`config.mk`:
```
export PLATFORM = sky130hd
export DESIGN_NAME = eab_top
export DESIGN_NICKNAME = d
export VERILOG_FILES = /design/src/rtl/eab_pkg.sv /design/src/rtl/eab_area_decode.sv /design/src/rtl/eab_cycle_timer.sv /design/src/rtl/eab_top.sv
export SDC_FILE = /design/constraint.sdc
export NUM_CORES = 1
export LEC_CHECK = 0
export BUFFER_PORTS_ARGS = -buffer_cell sky130_fd_sc_hd__buf_2
export CAP_MARGIN = 15
export CORE_MARGIN = 8
export CORE_UTILIZATION = 55
export CTS_CLUSTER_SIZE = 40
export DETAILED_ROUTE_END_ITERATION = 6
export GPL_TIMING_DRIVEN = 1
export HOLD_SLACK_MARGIN = 0.15
export PLACE_DENSITY = 0.9
export SLEW_MARGIN = 0
export SYNTH_ARGS = -nofsm -noshare
export SYNTH_HDL_FRONTEND = slang
export SYNTH_HIERARCHICAL = 1
export SYNTH_SLANG_ARGS = --single-unit
```
`constraint.sdc`:
```
create_clock -name clk -period 6.9 [get_ports clk]
set_input_delay 0.69 -clock clk [delete_from_list [all_inputs] [get_ports clk]]
set_output_delay 0.69 -clock clk [all_outputs]
set_load 0.005 [all_outputs]
```
`src/rtl/eab_pkg.sv`:
```
`default_nettype none
package eab_pkg;
    // ------------------------------------------------------------
    // register map
    // ------------------------------------------------------------
    localparam logic [7:0] OFF_WIDTH  = 8'h00;
    localparam logic [7:0] OFF_STATES = 8'h01;
    localparam logic [7:0] OFF_WAIT_H = 8'h02;
    localparam logic [7:0] OFF_WAIT_L = 8'h03;
    localparam logic [7:0] OFF_BCTRL  = 8'h04;
    localparam logic [7:0] OFF_METHOD = 8'h05;

    localparam logic [7:0] RST_WIDTH  = 8'hff;
    localparam logic [7:0] RST_STATES = 8'hff;
    localparam logic [7:0] RST_WAIT   = 8'hff;
    localparam logic [7:0] RST_BCTRL  = 8'hc6;
    localparam logic [7:0] RST_METHOD = 8'hff;
    localparam logic [7:0] METHOD_RSV = 8'hfe;
    localparam logic [7:0] RD_UNMAPPED = 8'h00;

    localparam int BCTRL_DIV_BIT = 1;
    localparam int METHOD_BIT    = 0;

    // ------------------------------------------------------------
    // address map
    // ------------------------------------------------------------
    localparam int ADDR_W     = 24;
    localparam int SHIFT_1M   = 17;
    localparam int SHIFT_16M  = 21;
    localparam logic [23:0] ALT_BASE2 = 24'h400000;
    localparam logic [23:0] ALT_BASE3 = 24'hc00000;
    localparam logic [23:0] ALT_BASE4 = 24'he00000;
    localparam logic [23:0] ALT_BASE5 = 24'hfee000;
    localparam logic [23:0] ALT_BASE6 = 24'hfef000;
    localparam logic [23:0] ALT_BASE7 = 24'hff4f00;

    // ------------------------------------------------------------
    // timing in bus states
    // ------------------------------------------------------------
    localparam logic [2:0] INT_STATES = 3'h2;
    localparam logic [2:0] TWO_STATES = 3'h2;
    localparam logic [2:0] THREE_STATES = 3'h3;

    typedef struct packed {
        logic       width8;
        logic       three_state;
        logic [1:0] waits;
    } eab_area_cfg_t;

    typedef struct packed {
        logic [ADDR_W-1:0] addr;
        logic              internal;
        logic              write;
    } eab_cyc_req_t;

    typedef enum logic [1:0] {
        EAB_IDLE = 2'b00,
        EAB_RUN  = 2'b01
    } eab_state_t;

    // total bus states of one external cycle
    function automatic logic [2:0] eab_states(input eab_area_cfg_t c);
        eab_states = c.three_state ? (THREE_STATES + {1'b0, c.waits}) : TWO_STATES;
    endfunction : eab_states
endpackage : eab_pkg
`default_nettype wire

```
`src/rtl/eab_area_decode.sv`:
```
`timescale 1ns/1ps
`default_nettype none
module eab_area_decode
    import eab_pkg::*;
(
    input  wire logic [ADDR_W-1:0] addr,
    input  wire logic              mode_16m,
    input  wire logic              uniform,
    output logic      [2:0]        area
);
    always_comb
    begin
        area = addr[SHIFT_1M+2:SHIFT_1M];
        if (mode_16m)
        begin
            area = addr[SHIFT_16M+2:SHIFT_16M];
            // non-uniform split of the 16-Mbyte space
            if (!uniform)
            begin
                if (addr >= ALT_BASE7)
                    area = 3'h7;
                else if (addr >= ALT_BASE6)
                    area = 3'h6;
                else if (addr >= ALT_BASE5)
                    area = 3'h5;
                else if (addr >= ALT_BASE4)
                    area = 3'h4;
                else if (addr >= ALT_BASE3)
                    area = 3'h3;
                else if (addr >= ALT_BASE2)
                    area = 3'h2;
            end
        end
    end
endmodule : eab_area_decode
`default_nettype wire

```
`src/rtl/eab_cycle_timer.sv`:
```
`timescale 1ns/1ps
`default_nettype none
module eab_cycle_timer
    import eab_pkg::*;
(
    input  wire logic       clk,
    input  wire logic       resetn,
    input  wire logic       clear,
    input  wire logic       load,
    input  wire logic [2:0] states,
    output logic            active,
    output logic            done
);
    logic [2:0] remain;

    // counts the states of one bus cycle, last state flagged by done
    always_ff @(posedge clk or negedge resetn)
    begin
        if (!resetn)
        begin
            remain <= 3'h0;
            active <= 1'b0;
        end
        else if (clear)
        begin
            remain <= 3'h0;
            active <= 1'b0;
        end
        else if (load)
        begin
            remain <= states - 3'h1;
            active <= 1'b1;
        end
        else if (active)
        begin
            if (remain == 3'h0)
                active <= 1'b0;
            else
                remain <= remain - 3'h1;
        end
    end

    assign done = active && (remain == 3'h0);
endmodule : eab_cycle_timer
`default_nettype wire

```
`src/rtl/eab_top.sv`:
```
// Summary of operation
// - method register reads all ones after reset and hardware standby, kept otherwise
// - upper seven method bits always read one, writes to them ignored
// - method bit 0 selects second update method, 1 the first
// - areas are 128 kbytes in 1-Mbyte modes, 2 Mbytes in 16-Mbyte uniform division
// - areas 0 to 7 lie contiguously upward from address zero
// - one chip select output per area, eight in total
// - in 16-Mbyte modes a control bit picks uniform or alternative division
// - internal accesses use fixed width and fixed states
// - width bit 0 means 16-bit area, 1 means 8-bit area
// - 8-bit bus mode only when all areas are 8-bit
// - state bit 0 gives two states, 1 gives three
// - two-state areas get no wait states
// - three-state areas add 0 to 3 waits from their field
// - only the basic static memory interface exists
// - first method updates address on every bus cycle
// - second method updates address only on external cycles
// - in expanded mode the area select is low during its access
// - all selects stay high for on-chip memory and internal registers
//
// Chosen here: the address map and the plain strobed port.
`timescale 1ns/1ps
`default_nettype none
module eab_top
    import eab_pkg::*;
(
    input  wire logic              clk,
    input  wire logic              resetn,
    input  wire logic              hw_standby,
    input  wire logic              mode_16m,
    input  wire logic              expanded,
    input  wire logic [7:0]        reg_addr,
    input  wire logic [7:0]        reg_wdata,
    input  wire logic              reg_we,
    input  wire logic              reg_re,
    output logic      [7:0]        reg_rdata,
    input  wire logic              cyc_req,
    input  wire eab_cyc_req_t      cyc_in,
    output logic                   cyc_ready,
    output logic                   cyc_done,
    output logic      [ADDR_W-1:0] ext_addr,
    output logic      [7:0]        area_select_n,
    output logic                   ext_cycle,
    output logic                   cyc_width8,
    output logic      [2:0]        cyc_states,
    output logic                   bus_16bit_mode,
    output logic                   update_method_bit
);
    // ------------------------------------------------------------
    // registers
    // ------------------------------------------------------------
    logic [7:0]    area_width_register;
    logic [7:0]    area_state_count_register;
    logic [7:0]    wait_count_register_high;
    logic [7:0]    wait_count_register_low;
    logic [7:0]    bus_control_register;
    logic          area_division_select;
    eab_state_t    state;
    eab_state_t    next_state;
    logic [2:0]    cur_area;
    logic [2:0]    req_area;
    eab_area_cfg_t req_cfg;
    logic [2:0]    req_states;
    logic          start;
    logic          t_active;
    logic          t_done;

    assign area_division_select = bus_control_register[BCTRL_DIV_BIT];

    function automatic eab_area_cfg_t area_cfg(input logic [2:0] n);
        logic [15:0] waits;
        waits = {wait_count_register_high, wait_count_register_low};
        area_cfg.width8      = area_width_register[n];
        area_cfg.three_state = area_state_count_register[n];
        area_cfg.waits       = waits[{n, 1'b0} +: 2];
    endfunction : area_cfg

    always_ff @(posedge clk or negedge resetn)
    begin
        if (!resetn)
        begin
            area_width_register       <= RST_WIDTH;
            area_state_count_register <= RST_STATES;
            wait_count_register_high  <= RST_WAIT;
            wait_count_register_low   <= RST_WAIT;
            bus_control_register      <= RST_BCTRL;
        end
        else if (hw_standby)
        begin
            area_width_register       <= RST_WIDTH;
            area_state_count_register <= RST_STATES;
            wait_count_register_high  <= RST_WAIT;
            wait_count_register_low   <= RST_WAIT;
            bus_control_register      <= RST_BCTRL;
        end
        else if (reg_we)
        begin
            unique case (reg_addr)
                OFF_WIDTH:  area_width_register       <= reg_wdata;
                OFF_STATES: area_state_count_register <= reg_wdata;
                OFF_WAIT_H: wait_count_register_high  <= reg_wdata;
                OFF_WAIT_L: wait_count_register_low   <= reg_wdata;
                OFF_BCTRL:  bus_control_register      <= reg_wdata;
                default: ;
            endcase
        end
    end

    // method bit, only the low bit is stored
    always_ff @(posedge clk or negedge resetn)
    begin
        if (!resetn)
            update_method_bit <= RST_METHOD[METHOD_BIT];
        else if (hw_standby)
            update_method_bit <= RST_METHOD[METHOD_BIT];
        else if (reg_we && reg_addr == OFF_METHOD)
            update_method_bit <= reg_wdata[METHOD_BIT];
    end

    // read data one cycle after the strobe, zero otherwise
    always_ff @(posedge clk or negedge resetn)
    begin
        if (!resetn)
            reg_rdata <= RD_UNMAPPED;
        else if (reg_re)
        begin
            unique case (reg_addr)
                OFF_WIDTH:  reg_rdata <= area_width_register;
                OFF_STATES: reg_rdata <= area_state_count_register;
                OFF_WAIT_H: reg_rdata <= wait_count_register_high;
                OFF_WAIT_L: reg_rdata <= wait_count_register_low;
                OFF_BCTRL:  reg_rdata <= bus_control_register;
                OFF_METHOD: reg_rdata <= METHOD_RSV | {7'h00, update_method_bit};
                default:    reg_rdata <= RD_UNMAPPED;
            endcase
        end
        else
            reg_rdata <= RD_UNMAPPED;
    end

    assign bus_16bit_mode = ~&area_width_register;

    // ------------------------------------------------------------
    // bus cycle sequencing
    // ------------------------------------------------------------
    eab_area_decode u_decode (
        .addr     (cyc_in.addr),
        .mode_16m (mode_16m),
        .uniform  (area_division_select),
        .area     (req_area)
    );

    // also re-evaluated when a settings register is written
    always_comb
    begin
        req_cfg = area_cfg(req_area);
    end
    // internal targets ignore the area settings
    assign req_states = cyc_in.internal ? INT_STATES : eab_states(req_cfg);
    assign cyc_ready  = (state == EAB_IDLE);
    assign start      = cyc_req && cyc_ready;

    // only static-memory timing is generated, no other interface type
    eab_cycle_timer u_timer (
        .clk    (clk),
        .resetn (resetn),
        .clear  (hw_standby),
        .load   (start),
        .states (req_states),
        .active (t_active),
        .done   (t_done)
    );

    always_comb
    begin
        next_state = state;
        unique case (state)
            EAB_IDLE: if (start) next_state = EAB_RUN;
            EAB_RUN:  if (t_done) next_state = EAB_IDLE;
            default:  next_state = EAB_IDLE;
        endcase
        if (hw_standby)
            next_state = EAB_IDLE;
    end

    always_ff @(posedge clk or negedge resetn)
    begin
        if (!resetn)
            state <= EAB_IDLE;
        else
            state <= next_state;
    end

    assign cyc_done = (state == EAB_RUN) && t_done;

    always_ff @(posedge clk or negedge resetn)
    begin
        if (!resetn)
        begin
            cur_area   <= 3'h0;
            cyc_width8 <= 1'b0;
            cyc_states <= 3'h0;
        end
        else if (start)
        begin
            cur_area   <= req_area;
            cyc_width8 <= cyc_in.internal ? 1'b0 : req_cfg.width8;
            cyc_states <= req_states;
        end
    end

    // ------------------------------------------------------------
    // external address and selects
    // ------------------------------------------------------------
    always_ff @(posedge clk or negedge resetn)
    begin
        if (!resetn)
            ext_addr <= '0;
        else if (start && (update_method_bit || !cyc_in.internal))
            ext_addr <= cyc_in.addr;
    end

    always_ff @(posedge clk or negedge resetn)
    begin
        if (!resetn)
        begin
            area_select_n <= 8'hff;
            ext_cycle     <= 1'b0;
        end
        else if (hw_standby || cyc_done)
        begin
            area_select_n <= 8'hff;
            ext_cycle     <= 1'b0;
        end
        else if (start)
        begin
            ext_cycle     <= !cyc_in.internal;
            area_select_n <= 8'hff;
            if (expanded && !cyc_in.internal)
                area_select_n <= ~(8'h01 << req_area);
        end
    end

    // ------------------------------------------------------------
    // checks
    // ------------------------------------------------------------
    logic [3:0] run_len;

    always_ff @(posedge clk or negedge resetn)
    begin
        if (!resetn)
            run_len <= 4'h0;
        else if (state == EAB_RUN)
            run_len <= run_len + 4'h1;
        else
            run_len <= 4'h0;
    end

    a_method_reads_ones: assert property (@(posedge clk) disable iff (!resetn)
        ($past(reg_re) && $past(reg_addr) == OFF_METHOD) |-> reg_rdata[7:1] == 7'h7f)
        else $error("reserved method bits not read as one");

    a_standby_init: assert property (@(posedge clk) disable iff (!resetn)
        hw_standby |=> update_method_bit && bus_control_register == RST_BCTRL)
        else $error("standby did not initialise registers");

    a_method_hold: assert property (@(posedge clk) disable iff (!resetn)
        !(reg_we && reg_addr == OFF_METHOD) && !hw_standby |=> $stable(update_method_bit))
        else $error("method bit changed without a write");

    a_cycle_length: assert property (@(posedge clk) disable iff (!resetn)
        cyc_done |-> run_len + 4'h1 == {1'b0, cyc_states})
        else $error("bus cycle length differs from its states");

    a_two_state_nowait: assert property (@(posedge clk) disable iff (!resetn)
        (start && !cyc_in.internal && !req_cfg.three_state) |=> cyc_states == TWO_STATES)
        else $error("wait inserted into two-state area");

    a_internal_fixed: assert property (@(posedge clk) disable iff (!resetn)
        (start && cyc_in.internal) |=> cyc_states == INT_STATES && !cyc_width8)
        else $error("internal access took area settings");

    a_internal_no_cs: assert property (@(posedge clk) disable iff (!resetn)
        (state == EAB_RUN && !ext_cycle) |-> area_select_n == 8'hff)
        else $error("select low on internal access");

    a_one_cs_low: assert property (@(posedge clk) disable iff (!resetn)
        $onehot0(~area_select_n))
        else $error("more than one area select low");

    a_cs_during_ext: assert property (@(posedge clk) disable iff (!resetn)
        (state == EAB_RUN && ext_cycle && expanded) |-> !area_select_n[cur_area])
        else $error("select not held through the access");

    a_cs_bound: assert property (@(posedge clk) disable iff (!resetn)
        (start && !cyc_in.internal) |-> ##[1:6] cyc_done)
        else $error("external access did not end in time");

    a_addr_hold_m2: assert property (@(posedge clk) disable iff (!resetn)
        (start && cyc_in.internal && !update_method_bit) |=> $stable(ext_addr))
        else $error("address moved on internal cycle in second method");

    a_addr_upd_m1: assert property (@(posedge clk) disable iff (!resetn)
        (start && update_method_bit) |=> ext_addr == $past(cyc_in.addr))
        else $error("address not updated in first method");

    a_bus_mode: assert property (@(posedge clk) disable iff (!resetn)
        (area_width_register == 8'hff) == !bus_16bit_mode)
        else $error("bus mode disagrees with area widths");

    a_timer_match: assert property (@(posedge clk) disable iff (!resetn)
        (state == EAB_RUN) == t_active)
        else $error("cycle timer out of step with sequencer");

    a_width_select: assert property (@(posedge clk) disable iff (!resetn)
        (start && !cyc_in.internal) |=> cyc_width8 == $past(area_width_register[req_area]))
        else $error("cycle width does not follow area width bit");

    a_wait_states: assert property (@(posedge clk) disable iff (!resetn)
        (start && !cyc_in.internal && req_cfg.three_state) |=>
            cyc_states == THREE_STATES + {1'b0, $past(req_cfg.waits)})
        else $error("program waits differ from wait field");

    a_area_1m: assert property (@(posedge clk) disable iff (!resetn)
        (start && !mode_16m && expanded && !cyc_in.internal && !hw_standby) |=>
            !area_select_n[$past(cyc_in.addr[SHIFT_1M+2:SHIFT_1M])])
        else $error("wrong select for small area");

    a_area_16m: assert property (@(posedge clk) disable iff (!resetn)
        (start && mode_16m && area_division_select && expanded && !cyc_in.internal && !hw_standby) |=>
            !area_select_n[$past(cyc_in.addr[SHIFT_16M+2:SHIFT_16M])])
        else $error("wrong select for uniform large area");

    a_alt_area2: assert property (@(posedge clk) disable iff (!resetn)
        (start && mode_16m && !area_division_select && expanded && !cyc_in.internal && !hw_standby
            && cyc_in.addr >= ALT_BASE2 && cyc_in.addr < ALT_BASE3) |=> !area_select_n[2])
        else $error("wrong select in alternative division");

    a_cs_release: assert property (@(posedge clk) disable iff (!resetn)
        cyc_done |=> area_select_n == 8'hff && !ext_cycle)
        else $error("select not released after the access");

    a_method_write: assert property (@(posedge clk) disable iff (!resetn)
        (reg_we && reg_addr == OFF_METHOD && !hw_standby) |=> update_method_bit == $past(reg_wdata[METHOD_BIT]))
        else $error("method bit did not take the written value");

    a_internal_no_ext: assert property (@(posedge clk) disable iff (!resetn)
        (start && cyc_in.internal) |=> !ext_cycle)
        else $error("internal access flagged as external");

    a_ext_flag: assert property (@(posedge clk) disable iff (!resetn)
        (start && !cyc_in.internal && !hw_standby) |=> ext_cycle)
        else $error("external access not flagged");
endmodule : eab_top
`default_nettype wire

```
Word-level counts from Yosys, hierarchy flattened
Cells that the tools add are included.
{"block": "word_totals", "reg_bits": 92, "inputBits": 50, "wordCells": 118}
{"block": "classes", "addsub": 3, "magnitude_cmp": 7, "n_eq_ne": 9, "shifts": 2, "n_mux": 51, "bitwise": 1, "reduce_logical": 30}
{"operator": "2-to-1 mux 8 bit", "count": 19}
{"operator": "greater-or-equal comparator 24 bit, second input constant", "count": 5}
{"operator": "one-hot mux 8 bit (6 select lines)", "count": 1}
{"operator": "2-to-1 mux 3 bit", "count": 14}
{"operator": "greater-or-equal comparator 24 x 23 -> 1 bit, second input constant", "count": 1}
{"operator": "equality test 8 x 2 -> 1 bit, second input constant", "count": 2}
{"operator": "equality test 8 x 3 -> 1 bit, second input constant", "count": 2}
{"operator": "nonzero test 2 bit", "count": 8}
{"operator": "indexed part select 16 x 5 -> 2 bit", "count": 1}
{"operator": "AND reduction 2 bit", "count": 7}
{"operator": "2-to-1 mux 1 bit", "count": 11}
{"operator": "equality test 8 x 1 -> 1 bit, second input constant", "count": 1}
{"operator": "logical NOT 8 bit", "count": 1}
{"operator": "inverter 8 bit", "count": 1}
{"operator": "AND reduction 8 bit", "count": 1}
{"operator": "<< shifter 1 x 3 -> 8 bit, first input constant", "count": 1}
{"operator": "binary-select mux 1 bit (select 3 bit)", "count": 2}
{"operator": "logical AND 1 bit", "count": 6}
{"operator": "2-to-1 mux 2 bit", "count": 3}
{"operator": "!= test 3 bit, second input constant", "count": 2}
{"operator": "subtractor 3 x 1 -> 3 bit, second input constant", "count": 2}
{"operator": "< comparator 3 x 4 -> 1 bit, second input constant", "count": 1}
{"operator": "one-hot mux 2 bit (2 select lines)", "count": 1}
{"operator": "adder 2 x 2 -> 3 bit, first input constant", "count": 1}
{"operator": "7 further kinds", "count": 9}

Longest topological paths before layout
{"block": "logic_depth", "ltp_word": 16, "mapped_depth": 15}

Modules after synthesis
The synthesis kept the hierarchy.
{"mod": "eab_top", "instances": 1, "cells_each": 332, "area_per_inst_um2": 4184.0}
{"mod": "eab_cycle_timer", "instances": 1, "cells_each": 27, "area_per_inst_um2": 259.0}
{"mod": "eab_area_decode", "instances": 1, "cells_each": 27, "area_per_inst_um2": 168.9}

Least setup slack after synthesis
Ideal clock, no wire load.
{"block": "synth_timing", "path_kind": "input -> register", "from": "input cyc_in[20] in the netlist's numbering", "to": "register u_timer.remain[2]", "setup_ns": 0.094, "t_arrival_ns": 3.801, "setup_slack_ns": 3.005, "stages": 15, "path_cell_list": "and4_1 and4bb_2 o21ai_1 a31oi_1 buf_2 mux4_2 mux2_2 inv_1 ha_1 nand2_1 mux2i_1 ha_1 nand2_1 or3_1 a221oi_2"}
{"block": "synth_between", "elab_chain_len": 16}
{"item": "from (decl)", "line": "eab_top.sv:38", "source": "input wire eab_cyc_req_t cyc_in,"}
{"item": "greater-or-equal comparator 24 x 23 -> 1 bit", "line": "eab_area_decode.sv:30", "source": "else if (addr >= ALT_BASE2)"}
{"item": "2-to-1 mux 3 bit", "line": "eab_area_decode.sv:30"}
{"item": "2-to-1 mux 3 bit", "line": "eab_area_decode.sv:28", "source": "else if (addr >= ALT_BASE3)"}
{"item": "2-to-1 mux 3 bit", "line": "eab_area_decode.sv:26", "source": "else if (addr >= ALT_BASE4)"}
{"item": "2-to-1 mux 3 bit", "line": "eab_area_decode.sv:24", "source": "else if (addr >= ALT_BASE5)"}
{"item": "2-to-1 mux 3 bit", "line": "eab_area_decode.sv:22", "source": "else if (addr >= ALT_BASE6)"}
{"item": "2-to-1 mux 3 bit (*)", "line": "eab_area_decode.sv:20", "source": "if (addr >= ALT_BASE7)"}
{"item": "2-to-1 mux 3 bit (*)", "line": "eab_area_decode.sv:18", "source": "if (!uniform)"}
{"item": "[... 1 more ...]"}
{"item": "via req_area[0]", "line": "eab_top.sv:61", "source": "logic [2:0] req_area;"}
{"item": "indexed part select 16 x 5 -> 2 bit / binary-select mux 1 bit (select 3 bit) (equally long branches)", "line": "eab_top.sv:75, eab_top.sv:74"}
{"item": "adder 2 x 2 -> 3 bit / 2-to-1 mux 1 bit (equally long branches)", "line": "eab_pkg.sv:63, eab_top.sv:74"}
{"item": "2-to-1 mux 3 bit (*)", "line": "eab_pkg.sv:63", "source": "eab_states = c.three_state ? (THREE_STATES + {1'b0, c.waits}) : TWO_STATES;"}
{"item": "2-to-1 mux 3 bit (*)", "line": "eab_top.sv:159", "source": "assign req_states = cyc_in.internal ? INT_STATES : eab_states(req_cfg);"}
{"item": "via req_states[1]", "line": "eab_top.sv:63", "source": "logic [2:0] req_states;"}
{"item": "subtractor 3 x 1 -> 3 bit (*)", "line": "eab_cycle_timer.sv:31", "source": "remain <= states - 3'h1;"}
{"item": "2-to-1 mux 3 bit (*)", "line": "eab_cycle_timer.sv:29", "source": "else if (load)"}
{"item": "2-to-1 mux 3 bit (*)", "line": "eab_cycle_timer.sv:24", "source": "else if (clear)"}
{"item": "to (signal assigned)", "line": "eab_cycle_timer.sv:31"}
{"item": "to (signal assigned)", "line": "eab_cycle_timer.sv:39", "source": "remain <= remain - 3'h1;"}
{"item": "to (decl)", "line": "eab_cycle_timer.sv:14", "source": "logic [2:0] remain;"}
Mark *: on every way through the listed nets, which the timed path passes. The rest lies on a longest branch. The select of a mux whose other input is x is not followed.
A chain may end at the register's enable or synchronous reset.

Worst setup path after layout
{"block": "layout_timing", "from": "input cyc_in[23] in the netlist's numbering", "to": "register u_timer.remain[2]"}
{"block": "layout_between", "elab_chain_len": 16}
{"item": "greater-or-equal comparator 24 x 23 -> 1 bit", "line": "eab_area_decode.sv:30"}
{"item": "2-to-1 mux 3 bit", "line": "eab_area_decode.sv:30"}
{"item": "2-to-1 mux 3 bit", "line": "eab_area_decode.sv:28"}
{"item": "2-to-1 mux 3 bit", "line": "eab_area_decode.sv:26"}
{"item": "2-to-1 mux 3 bit", "line": "eab_area_decode.sv:24"}
{"item": "2-to-1 mux 3 bit", "line": "eab_area_decode.sv:22"}
{"item": "2-to-1 mux 3 bit", "line": "eab_area_decode.sv:20"}
{"item": "2-to-1 mux 3 bit (*)", "line": "eab_area_decode.sv:18"}
{"item": "[... 1 more ...]"}
{"item": "via req_area[0]", "line": "eab_top.sv:61"}
{"item": "indexed part select 16 x 5 -> 2 bit / binary-select mux 1 bit (select 3 bit) (equally long branches)", "line": "eab_top.sv:75, eab_top.sv:74"}
{"item": "adder 2 x 2 -> 3 bit / 2-to-1 mux 1 bit (equally long branches)", "line": "eab_pkg.sv:63, eab_top.sv:74"}
{"item": "2-to-1 mux 3 bit (*)", "line": "eab_pkg.sv:63"}
{"item": "2-to-1 mux 3 bit (*)", "line": "eab_top.sv:159"}
{"item": "via req_states[1]", "line": "eab_top.sv:63"}
{"item": "subtractor 3 x 1 -> 3 bit (*)", "line": "eab_cycle_timer.sv:31"}
{"item": "2-to-1 mux 3 bit (*)", "line": "eab_cycle_timer.sv:29"}
{"item": "2-to-1 mux 3 bit (*)", "line": "eab_cycle_timer.sv:24"}
Marks and branches as above.

==> results.py <==
metrics = {
    "yosys": {
        "syn_inst": 386,
        "yosysTopAreaCell": "dfstp_2",
        "synthMuxAreaShare_pct": 19.4,
        "synthSimpleGateAreaFrac_pct": 13.7,
        "syn_area_per_cell_um2": 11.9,
        "synth_compound_gate_area_share_pct": 12.1,
        "synthAdderAreaFrac_pct": 0.543,
        "synth_top_family_by_area": "multiplexers",
        "synthXorXnorAreaFrac_pct": 0.190,
        "yosys_warnings": 6,
        "netlist-cell-type-count": 53,
        "async_flop_share_pct": 100,
        "synth_area_leaders": "dfstp_2, dfrtp_1, mux2_2",
        "synth_ff_type": "dfrtp_1",
        "yosysTopAreaCellShare_pct": 25.6,
        "synth_area_mm2": 0.00461,
        "yosysSeqAreaShare_pct": 50.6,
        "synthesis.nets": 438,
        "synth_edf_count": 0,
        "ys_ff_latch": 91,
    },
    "place": {
        "port_buffers": 97,
        "finalWeightedCongestion": 0.828,
        "placed_cell_area_mm2": 0.00515,
        "dp_hpwl_mm": 8.24,
    },
    "global_routing": {
        "grt_pass1_vias": 3694,
        "antenna_found_initial": 0,
        "grt_pass1_wl_mm": 18.6,
        "track_usage_pct": 20.0,
        "gr-total-overflow": 0,
        "grt_max_degree": 72,
    },
    "cts": {
        "post-cts-setup-buffer-count": 0,
        "cts_root_buffer": "clkbuf_8",
        "clock-sinks": 91,
        "clkSlewWorstSetupHoldPaths_ns": 0.09,
        "ctsLongestPathBuffers": 2,
        "insertion_delay_ns": 0.36,
        "cts_tree": "done",
        "postCtsHoldBufs": 0,
        "cts.repair.resized": 0,
        "cts-buffers-inserted": 9,
        "cts-htree-levels": 3,
    },
    "die": {
        "start_util_pct": 56.4,
        "io_pins": 99,
        "die_area_mm2": 0.0116,
        "fp.coreArea_mm2": 0.00818,
        "rows": 33,
        "die_x_um": 108,
        "die_y_um": 108,
    },
    "finish": {
        "syn2layout_area_growth_pct": 16.5,
        "drive_gt1_share_pct": 46.2,
        "nets": 525,
        "final_area_mm2": 0.00538,
        "diodes": 0,
    },
    "routing": {
        "antenna_left": 0,
        "via_per_inst": 6.09,
        "vias": 3550,
        "drt_iter0_drc": 255,
        "drtPass1Iterations": 5,
        "drt-total-wl_mm": 11.8,
        "drc": 0,
        "wl_per_cell_um": 20.2,
    },
    "power": {
        "p_sw_mw": 0.297,
        "internal-power_mw": 0.865,
        "seq_power_share_pct": 50.1,
        "power.share.clock_pct": 35.7,
        "power.leakage_nw": 2.30,
        "peakVddDrop_uv": 94.3,
        "power.share.switching_pct": 25.6,
        "p_per_area_mw_per_mm2": 216,
        "combPwrFrac_pct": 14.2,
    },
    "sta": {
        "setup_viol": 0,
        "post-route-period-util_pct": 60.8,
        "finalSetupTns_ns": 0,
        "period_needed_ns": 4.20,
        "hold_viol_final": 0,
        "finClkSkew_ns": 0.0134,
        "timing.fmax_mhz": 238,
        "worst_pin_slew_ns": 1.09,
        "rsz0062_at_grt": "no",
        "maxSlewViolCount": 0,
        "max_slew_margin_pct": 27.4,
    },
    "worst_hold_path": {
        "hold_path_class": "in2async",
    },
    "flow_run": {
        "maxCapViolations": 0,
    },
    "worst_setup_path": {
        "path_max_fanout": 13,
        "worstSetupStartpointType": "input pin",
        "worstPathRequired_ns": 7.16,
        "cp_data_arrival_time_ns": 4.46,
        "path_cells": "buf_2 > and3_1 > a31oi_1 > o21ai_1 > a31oi_2 > mux4_2 > mux2_2 > inv_1 > ha_1 > nand2_1 > mux2i_1 > ha_1 > nand2_1 > or3_1 > a221oi_2",
        "critPathCaptureType": "register",
        "cp_slowest_cell": "a31oi_2",
        "critical-path-max-stage-delay_ns": 0.89,
        "critPathKind": "in2reg",
    },
    "status": {
        "status": "complete, no violations",
    },
}
[through the flow]
step	power, mW	worst slack [ns]	hold WS [ns]	util, %	cells
after CTS	1.16	2.74	0.198	65.7	583
after floorplan	0.675	3.00	0.394	-	386
final	1.16	2.70	0.195	65.7	583
after detailed placement	0.755	2.45	0.478	62.9	567
after global routing	1.20	2.43	0.215	65.7	583
after global placement	0.746	2.52	0.462	62.9	567
[synthesized netlist by cell type (all sizes together), types with 3 or more instances]
master	n
clkbuf	13
dfrtp	46
dfstp	45
o31ai	3
nor3	6
mux2	33
or3	4
mux2i	32
nand4	4
nand3b	3
o21ai	4
nor2b	17
a21oi	10
nand2	8
a211o	16
mux4	9
o22ai	14
inv	9
o22a	9
a31oi	3
nor4	3
buf	12
nand2b	7
nor2	45
[cell families (layout without fill, tap and decap cells)]
kind of cell / count (synthesis) / after routing
and+or+nand+nor: 111 / 111
DFF: 91 / 91
muxes: 74 / 74
AOI/OAI and AO/OA: 73 / 73
buffers and inverters: 34 / 126
adders and majority gates: 2 / 2
xor gates and xnor gates: 1 / 1
[path summary, 6_finish.rpt]
path | startpoint | endpoint | slack [ns] | depth (start not counted)
worst max-delay path | cyc_in[23] | u_timer/remain[2] | 2.70 | 15
worst min-delay path | resetn | reg_rdata[4] | 0.19 | 1
worst max register to register | bus_control_register[1] | u_timer/remain[2] | 2.86 | 13
worst min register to register | cyc_states[0] | cyc_states[0] | 0.49 | 2
max in group asynchronous | resetn | ext_addr[23] | 5.55 | 2
min in group clk | cyc_states[0] | cyc_states[0] | 0.49 | 2
[area by class of cell]
cell class              instances  area (µm²)
repair buffers                101         518
multi-input cells             261        2130
flip-flops and latches         91        2330
fillers                       618        2800
inverters                       9        33.8
well taps                     105         131
clock buffers                  12         156
clock inverters                 4        72.6
[power by group through the flow]
stage | Clock [mW] | Sequential, mW | Combinational [mW]
floorplan | 0 | 0.591 | 0.0833
global placement | 0 | 0.588 | 0.158
detailed placement | 0 | 0.591 | 0.164
CTS | 0.417 | 0.581 | 0.167
global route | 0.434 | 0.586 | 0.179
finish | 0.415 | 0.582 | 0.165
[metal layers]
layer	wire length (µm)	up-vias	track usage, %
met4	297	0	7.83
li1	-	1593	-
met3	824	28	3.35
met2	6180	162	34.8
met1	4450	1767	24.0
met5	0	-	0
[cells in the final DEF (no fill, tap or decap), drive strengths merged, types with 7 or more instances in the layout]
cell type  count
mux2          33
mux2i         32
clkbuf        12
buf          101
dfstp         45
o22a           9
nor2b         17
inv            9
a21oi         10
nor2          45
nand2b         7
nand2          8
a211o         16
dfrtp         46
mux4           9
o22ai         14
[state kept, by name, indices dropped and copies added (netlist names)]
register and count:
ext_addr 24, area_select_n 8, area_state_count_register 8, area_width_register 8, bus_control_register 8, reg_rdata 8
wait_count_register_high 8, wait_count_register_low 8, cyc_states 3, u_timer/remain 3, cyc_width8 1, ext_cycle 1
state 1, u_timer/active 1, update_method_bit 1
[worst max-delay path: cells and delay by family]
kind / cells / cell delay (ns)
mux: 3 / 1.08
buf+inv: 2 / 0.20
simple gates: 4 / 0.68
compound gates: 4 / 1.43
fa+ha+maj: 2 / 0.36
No activity file was read; power rests on OpenSTA's default activity.
